--- src/wdt_pkg.sv ---
/*
  Package for the windowed watchdog: register offsets, field positions,
  reset values and timing constants.
  Assumes a single 50 MHz system clock and a slow-clock tick input.
*/
package wdt_pkg;
  localparam logic [3:0] CONTROL_REG_OFFSET = 4'h0;
  localparam logic [3:0] MODE_REG_OFFSET = 4'h4;
  localparam logic [3:0] STATUS_REG_OFFSET = 4'h8;

  localparam logic [7:0] PASSWORD = 8'hA5;
  localparam int KEY_MSB = 31;
  localparam int KEY_LSB = 24;
  localparam int RESTART_BIT = 0;

  localparam int LOAD_LSB = 0;
  localparam int LOAD_MSB = 11;
  localparam int FIEN_BIT = 12;
  localparam int RSTEN_BIT = 13;
  localparam int PROC_BIT = 14;
  localparam int DIS_BIT = 15;
  localparam int DELTA_LSB = 16;
  localparam int DELTA_MSB = 27;
  localparam int DBGHLT_BIT = 28;
  localparam int IDLEHLT_BIT = 29;

  localparam logic [31:0] MODE_RESET = 32'h3FFF2FFF;
  localparam logic [31:0] MODE_WRITABLE = 32'h3FFFFFFF;

  localparam int UNF_BIT = 0;
  localparam int ERR_BIT = 1;

  localparam logic [6:0] PRESCALE_LAST = 7'h7F;
endpackage

--- src/wdt_prescaler.sv ---
/*
  Divide-by-128 prescaler on slow-clock ticks for the watchdog.
  Assumes slowTick is a one-cycle pulse synchronous to clk.
*/
`timescale 1ns/1ps
module wdt_prescaler (
  input wire logic clk,
  input wire logic rst,
  input wire logic clear,
  input wire logic run,
  input wire logic slowTick,
  output logic tick
);
  logic [6:0] count;

  always_ff @(posedge clk) begin
    if (rst || clear) begin
      count <= 7'h00;
      tick <= 1'b0;
    end else begin
      tick <= 1'b0;
      if (run && slowTick) begin
        count <= count + 7'h01;
        tick <= (count == wdt_pkg::PRESCALE_LAST);
      end
    end
  end
endmodule

--- src/wdt_windowed_watchdog.sv ---
/*
  Windowed watchdog timer with a 12-bit down counter and key-protected restart.
  Assumes synchronous bus strobes, a slowTick pulse per slow-clock period,
  and that the reset controller drives rst when it acts on faultOut.
*/
`timescale 1ns/1ps
module wdt_windowed_watchdog (
  input wire logic clk,
  input wire logic rst,
  input wire logic [3:0] addr,
  input wire logic [31:0] wdata,
  input wire logic wr,
  input wire logic rd,
  output logic [31:0] rdata,
  input wire logic slowTick,
  input wire logic debugState,
  input wire logic idleState,
  output logic faultOut,
  output logic faultProcOnly,
  output logic irq
);
  logic [31:0] modeReg;
  logic modeLocked;
  logic [11:0] counter;
  logic underflowFlag;
  logic windowErrorFlag;
  logic prescTick;
  logic run;
  logic keyOk;
  logic restartReq;
  logic modeWrite;
  logic statusRead;
  logic windowBad;
  logic underflowEvt;
  logic [11:0] loadField;
  logic [11:0] deltaField;

  assign loadField = modeReg[wdt_pkg::LOAD_MSB:wdt_pkg::LOAD_LSB];
  assign deltaField = modeReg[wdt_pkg::DELTA_MSB:wdt_pkg::DELTA_LSB];
  function automatic logic hitReg(input logic [3:0] a, input logic [3:0] offset);
    return a == offset;
  endfunction

  // Delta at or above load never errors, since the count never exceeds load.
  function automatic logic outsideWindow(input logic [11:0] count, input logic [11:0] delta,
                                         input logic [11:0] load);
    return (count > delta) && (delta < load);
  endfunction

  assign keyOk = (wdata[wdt_pkg::KEY_MSB:wdt_pkg::KEY_LSB] == wdt_pkg::PASSWORD);
  assign restartReq = wr && hitReg(addr, wdt_pkg::CONTROL_REG_OFFSET) && keyOk
                      && wdata[wdt_pkg::RESTART_BIT];
  assign modeWrite = wr && hitReg(addr, wdt_pkg::MODE_REG_OFFSET) && !modeLocked;
  assign statusRead = rd && hitReg(addr, wdt_pkg::STATUS_REG_OFFSET);
  assign windowBad = restartReq && outsideWindow(counter, deltaField, loadField);
  // Halts apply only when their bit is set; disable freezes the count.
  assign run = !modeReg[wdt_pkg::DIS_BIT]
               && !(debugState && modeReg[wdt_pkg::DBGHLT_BIT])
               && !(idleState && modeReg[wdt_pkg::IDLEHLT_BIT]);
  assign underflowEvt = run && prescTick && (counter == 12'h000)
                        && !restartReq && !modeWrite;

  wdt_prescaler prescaler (
    .clk(clk),
    .rst(rst),
    .clear(restartReq || modeWrite),
    .run(run),
    .slowTick(slowTick),
    .tick(prescTick)
  );

  // Mode register: reset values restore a running watchdog from power-up.
  always_ff @(posedge clk) begin
    if (rst) begin
      modeReg <= wdt_pkg::MODE_RESET;
      modeLocked <= 1'b0;
    end else if (modeWrite) begin
      modeReg <= wdata & wdt_pkg::MODE_WRITABLE;
      modeLocked <= 1'b1;
    end
  end

  // Down counter; a restart outside the window is refused and does not reload the count, which can still step on a prescaler tick.
  always_ff @(posedge clk) begin
    if (rst) begin
      counter <= wdt_pkg::MODE_RESET[wdt_pkg::LOAD_MSB:wdt_pkg::LOAD_LSB];
    end else if (modeWrite) begin
      counter <= wdata[wdt_pkg::LOAD_MSB:wdt_pkg::LOAD_LSB];
    end else if (restartReq && !windowBad) begin
      counter <= loadField;
    end else if (run && prescTick) begin
      if (counter == 12'h000) begin
        counter <= loadField;
      end else begin
        counter <= counter - 12'h001;
      end
    end
  end

  // Sticky flags; a new event in the read cycle wins over the clear.
  always_ff @(posedge clk) begin
    if (rst) begin
      underflowFlag <= 1'b0;
      windowErrorFlag <= 1'b0;
    end else begin
      if (underflowEvt) begin
        underflowFlag <= 1'b1;
      end else if (statusRead) begin
        underflowFlag <= 1'b0;
      end
      if (windowBad) begin
        windowErrorFlag <= 1'b1;
      end else if (statusRead) begin
        windowErrorFlag <= 1'b0;
      end
    end
  end

  // Outputs are registered: irq from the next flag values gated by FIEN, faultOut from RSTEN-gated underflow or any window error, faultProcOnly from PROC.
  always_ff @(posedge clk) begin
    if (rst) begin
      faultOut <= 1'b0;
      faultProcOnly <= 1'b0;
      irq <= 1'b0;
    end else begin
      faultOut <= (underflowEvt && modeReg[wdt_pkg::RSTEN_BIT]) || windowBad
                  || (faultOut && !(statusRead && !underflowEvt && !windowBad));
      faultProcOnly <= modeReg[wdt_pkg::PROC_BIT];
      irq <= modeReg[wdt_pkg::FIEN_BIT]
             && (underflowEvt || windowBad
                 || ((underflowFlag || windowErrorFlag) && !statusRead));
    end
  end

  always_ff @(posedge clk) begin
    if (rst) begin
      rdata <= 32'h00000000;
    end else if (rd) begin
      unique case (addr)
        wdt_pkg::MODE_REG_OFFSET: rdata <= modeReg;
        wdt_pkg::STATUS_REG_OFFSET: rdata <= {30'h00000000, windowErrorFlag, underflowFlag};
        default: rdata <= 32'h00000000;
      endcase
    end else begin
      rdata <= 32'h00000000;
    end
  end
endmodule

--- config.mk ---
export PLATFORM = sky130hd
export DESIGN_NAME = wdt_windowed_watchdog
export DESIGN_NICKNAME = d
export VERILOG_FILES = /design/src/wdt_pkg.sv /design/src/wdt_prescaler.sv /design/src/wdt_windowed_watchdog.sv
export SDC_FILE = /design/constraint.sdc
export NUM_CORES = 1
export LEC_CHECK = 0
export BUFFER_PORTS_ARGS = -buffer_cell sky130_fd_sc_hd__buf_2
export CAP_MARGIN = 20
export CORE_MARGIN = 1.5
export CORE_UTILIZATION = 55
export CTS_CLUSTER_SIZE = 30
export DETAILED_ROUTE_END_ITERATION = 6
export GPL_TIMING_DRIVEN = 0
export PLACE_DENSITY = 0.88
export SLEW_MARGIN = 5
export SYNTH_ARGS = -nofsm -noshare
export SYNTH_HDL_FRONTEND = slang
export SYNTH_SLANG_ARGS = --single-unit
--- constraint.sdc ---
create_clock -name clk -period 2.64 [get_ports clk]
set_input_delay 0.132 -clock clk [delete_from_list [all_inputs] [get_ports clk]]
set_output_delay 0.132 -clock clk [all_outputs]
set_load 0.01 [all_outputs]
# == Word level (Yosys, flattened, before mapping) ==
# Cells that the tools add are included.
# word_totals
ff_bits,88
latch_bits,0
ramBits,0
mem_bits_ro,0
inputBits,43
output_inout_bits,35
wordCells,77
memories,0
# classes
addsub,2
mul,0
n_div,0
order_cmp,2
n_eq_ne,4
n_shift,0
n_mux,8
bitwise_logic,2
reduce_logical,48
# op_table
operator,count
$pmux 30 s2,1
$mux 12,4
$logic_and 1x1->1,24
$gt 12x12->1,1
$logic_not 12->1,1
$lt 12x12->1,1
$sub 12x1->12 const B,1
$logic_not 1->1,10
$eq 8x8->1 const B,1
$add 7x1->7 const B,1
$eq 7x7->1 const B,1
$logic_or 1x1->1,7
$eq 4x3->1 const B,1
$eq 4x4->1 const B,1
$logic_not 4->1,1
$reduce_bool 2->1,2
$reduce_or 2->1,2
$mux 1,3
$reduce_bool 3->1,1
$not 1->1,2

# == Depth between registers and ports, before layout ==
# depth
depth_word,14
depth_mapped,10
depth_no_buf,9

# == Hierarchy ==
# Synthesis repeated with hierarchy kept, for this count alone.
# unflattened
cells_unflattened,445
area_unflattened_um2,4011.3
# by_module_without_submodules
mod,n_inst,cells_each,area_each_um2,seq_area_each_um2
wdt_windowed_watchdog,1,407,3666.0,1561.5
wdt_prescaler,1,38,345.3,160.2

# == Worst setup path before layout ==
# No wires, ideal clock.
# synth_path
path_type,register to register
startpoint,reg counter[9]
endpoint,reg counter[7]
setup_ns,0.120
arrival_time_ns,2.173
t_required_ns,2.520
path_slack_ns,0.347
path_stages_with_launch,9
path_buffers,1
period_less_slack_ns,2.293
path_cell_list,dfxtp_1 ha_1 a21o_1 a21o_1 a2111oi_4 o21bai_2 and2_1 buf_4 o31a_1
# synth_via
elab_chain_cells,7
elab_cells_between_ends,11
cone_classes,1 x order compare; 4 x mux; 6 x reduce/logical
# synth_rtl
item,line,text
"start, declared",wdt_windowed_watchdog.sv:24,logic [11:0] counter;
"start signal, assigned",wdt_windowed_watchdog.sv:86,counter <= wdt_pkg::MODE_RESET[wdt_pkg::LOAD_MSB:wdt_pkg::LOAD_LSB];
"start signal, assigned",wdt_windowed_watchdog.sv:88,counter <= wdata[wdt_pkg::LOAD_MSB:wdt_pkg::LOAD_LSB];
"start signal, assigned",wdt_windowed_watchdog.sv:90,counter <= loadField;
$gt 12x12->1,wdt_windowed_watchdog.sv:47,return (count > delta) && (delta < load);
$logic_and 1x1->1,wdt_windowed_watchdog.sv:47,
$logic_and 1x1->1,wdt_windowed_watchdog.sv:55,"assign windowBad = restartReq && outsideWindow(counter, deltaField, loadField);"
$logic_not 1->1,wdt_windowed_watchdog.sv:89,end else if (restartReq && !windowBad) begin
$logic_and 1x1->1,wdt_windowed_watchdog.sv:89,
$mux 12,wdt_windowed_watchdog.sv:89,
$mux 12,wdt_windowed_watchdog.sv:87,end else if (modeWrite) begin
# Several ways; a longest one is shown, not always the timed one. The select of a mux whose other input is x is not followed.
# A chain may end at the register's enable or synchronous reset.

# == Final worst setup path ==
# layout_path
startpoint,reg modeReg[25]
endpoint,reg counter[0]
# layout_via
elab_chain_cells,7
elab_cells_between_ends,9
cone_classes,2 x order compare; 2 x mux; 5 x reduce/logical
# layout_rtl
item,line,text
"start, declared",wdt_windowed_watchdog.sv:22,logic [31:0] modeReg;
"start signal, assigned",wdt_windowed_watchdog.sv:75,modeReg <= wdt_pkg::MODE_RESET;
"start signal, assigned",wdt_windowed_watchdog.sv:78,modeReg <= wdata & wdt_pkg::MODE_WRITABLE;
$gt 12x12->1 / $lt 12x12->1 (equally long branches),wdt_windowed_watchdog.sv:47,
$logic_and 1x1->1 *,wdt_windowed_watchdog.sv:47,
$logic_and 1x1->1 *,wdt_windowed_watchdog.sv:55,
$logic_not 1->1 *,wdt_windowed_watchdog.sv:89,
$logic_and 1x1->1 *,wdt_windowed_watchdog.sv:89,
$mux 12,wdt_windowed_watchdog.sv:89,
$mux 12,wdt_windowed_watchdog.sv:87,
# Mark *: on every way between the ends. The rest lies on a longest branch, timed or not.

==> reports/qor.csv <==
stage,metric,value,unit
status,outcome,"complete, no violations",
timing,fmax,392.7,MHz
cts,h-tree-depth,3,
synth,yosysUniqueCellTypes,54,
grt,antenna_found_initial,0,
floorplan,start_util,0.5713,
floorplan,die_y,89.80,µm
grt,grt_max_degree,15,
setup_path,critPathCaptureType,register,
detailed_routing,wl,10.69,mm
cts,clockRootBuffer,clkbuf_8,
detailed_routing,post_drt_wl_per_cell,16.12,µm
cells_and_area,syn_to_final_growth,21.44,%
timing,setup_violations,0,
timing,tns,0,ns
setup_path,crit_type,reg2reg,
floorplan,die_w,89.80,µm
pwr,p_leak,2.594,nW
cts,tritoncts,built,
timing,fin_crit_sh,0.9646,
cells_and_area,final_cell_area,5032,µm²
pwr,ir_worst_vdd,0.2641,mV
detailed_routing,drt_iter0_drc,197,
detailed_routing,drc,0,
detailed_routing,via_count,3642,
cells_and_area,final_common_cell,dfxtp_1,
grt,grt_pass1_vias,3719,
pwr,powerDensity,530.0,nW/µm²
timing,slew_viol_final,0,
floorplan,dieArea,8064,µm²
cts,cts_inserted_buffers,9,
placement,dp_hpwl,7.521,mm
setup_path,critPathMaxFanout,10,
floorplan,io_pins,78,
synth,synth_edf_count,0,
cts,clock_sinks,86,
placement,port_buffers,75,
synth,synth-seq-cells,86,
hold_path,min_path_type,in2reg,
floorplan,fp-row-count,31,
synth,async_flop_share,0,
detailed_routing,antenna_left,0,
grt,grt_pass1_wl,17.49,mm
setup_path,reg2regPathDepth,10,
timing,tightest_slew,0.6114,ns
cells_and_area,drive_gt1_frac,0.2376,
synth,postSynthCellCount,460,
cells_and_area,final_net_count,628,
floorplan,core,7253,µm²
grt,gr-usage-all-layers,0.2694,
synth,syn_area_per_cell,9.009,µm²
synth,ys_seq_area_frac,0.4155,
hold_path,hold_depth,3,
synth,synth_area,4144,µm²
setup_path,cp.required,2.89,ns
cells_and_area,fin_util,0.6938,
timing,period_needed,2.546,ns
cts,clkLatencyLatePin,0.36,ns
synth,yosysWarningCount,0,
detailed_routing,avgViaCountPerCell,5.493,
cells_and_area,antenna_cells,0,
timing,clock_skew,0.009331,ns
cells_and_area,layout_common_cells,"dfxtp_1, buf_2, nand2_1",
timing,hold_viol_final,0,
synth,synthFlopType,dfxtp_1,
grt,grt-ovfl-total,0,
setup_path,worstSetupStartpointType,register,
job,drv_cap,0,
placement,dpl_cell_area,4647,µm²
cells_and_area,fill_cells,511,
setup_path,critPathArrivalTime,2.79,ns
cts,clk_pin_slew_worst_paths,0.08,ns
detailed_routing,drtPass1Iterations,6,
placement,gp_congestion,0.8798,
timing,max-slew-margin-rel,0.5924,
cts,clockBufferDepth,2,
[cell usage after synthesis, types with 3 or more instances]
master,instances,share of area
a21boi_0,9,0.016
a21o_1,5,0.0091
a21oi_1,24,0.029
a22oi_1,6,0.011
a22oi_2,5,0.015
and2_1,32,0.048
buf_2,4,0.0048
buf_4,3,0.0054
clkbuf_1,15,0.014
dfxtp_1,86,0.42
ha_1,26,0.079
inv_1,26,0.024
mux2_2,3,0.0082
mux2_4,5,0.018
mux2i_1,3,0.0072
nand2_1,76,0.069
nand2b_1,3,0.0045
nand3_1,7,0.0085
nand3b_1,17,0.031
nand4_1,5,0.0075
nor2_1,34,0.031
nor3_1,9,0.011
o21ai_0,6,0.0072
xnor2_1,10,0.021
xor2_1,6,0.013
[sequential cells by signal, indices dropped and copies added, names as in the netlist]
| register | cells |
|---|---|
| modeReg | 30 |
| rdata | 30 |
| counter | 12 |
| prescaler.count | 7 |
| faultOut | 1 |
| faultProcOnly | 1 |
| irq | 1 |
| modeLocked | 1 |
| prescaler.tick | 1 |
| underflowFlag | 1 |
| windowErrorFlag | 1 |
[cells by family (layout without fill, tap and decap cells)]
kind of cell | Yosys count | in the layout | synth area share
buffers and inverters | 49 | 152 | 0.05012
XOR/XNOR | 16 | 16 | 0.03382
multiplexers | 11 | 11 | 0.03351
other | 1 | 2 | 0.0009049
AO/OA/AOI/OAI | 70 | 70 | 0.1301
flip-flops | 86 | 86 | 0.4155
AND/OR/NAND/NOR | 201 | 201 | 0.2575
adder cells (fa/ha/maj) | 26 | 26 | 0.07850
[per-stage QoR]
step / setup slack (ns) / hold slack, ns / cells / total power [mW]
2_1_floorplan: 0.3475 / 0.2360 / 461 / 1.487
3_3_place_gp: 0.06359 / 0.3484 / 635 / 1.555
3_5_place_dp: 0.005841 / 0.3472 / 635 / 1.564
4_1_cts: 0.02072 / 0.001645 / 660 / 2.653
5_1_grt: -0.003298 / 0.008784 / 663 / 2.747
6_report: 0.09352 / 0.009109 / 663 / 2.667
[worst paths after layout]
check / start / endpoint / slack, ns
worst max-delay path: modeReg[25] / counter[0] / 0.09
worst max register to register: modeReg[25] / counter[0] / 0.09
worst min-delay path: wdata[8] / modeReg[8] / 0.009
worst min register to register: modeReg[14] / modeReg[14] / 0.48
[where the power goes]
group	total (mW)	internal (mW)	switching (mW)
Combinational	0.241	0.113	0.128
Sequential	1.33	1.31	0.0146
Clock	1.10	0.633	0.466
[layer usage]
metal	track usage	routed length (µm)
met5	0	0
met4	0.1323	295
met3	0.04484	639
met2	0.4758	5368
met1	0.3156	4382
[final cells by class]
| class | count | area [µm²] | share of cell area |
|---|---|---|---|
| multi-input combinational | 326 | 2246 | 0.4463 |
| buffer | 23 | 113.9 | 0.02263 |
| clock buffer | 11 | 131.4 | 0.02611 |
| timing repair buffer | 87 | 488.0 | 0.09697 |
| inverter | 26 | 97.59 | 0.01939 |
| sequential | 86 | 1725 | 0.3429 |
| tap | 99 | 123.9 | 0.02461 |
| clock inverter | 5 | 106.4 | 0.02113 |
[timing repair]
item                                   in CTS  in global routing
endpoints found under the hold margin       9                  0
setup buffers                               0                  3
hold buffers                                9                  0
pin swaps                                   0                  3
setup endpoints to repair                   5                 11
gates resized for setup                     2                  8
[worst max-delay path: stages (launching register included)]
cell and delay [ns]:
dfxtp_2 0.38, inv_1 0.05, ha_1 0.31, a21o_1 0.17, a21o_1 0.20, a2111oi_4 0.43
buf_4 0.20, o21ai_4 0.07, buf_8 0.16, and3_1 0.22, o41ai_2 0.26
No activity file was read; power rests on OpenSTA's default activity.
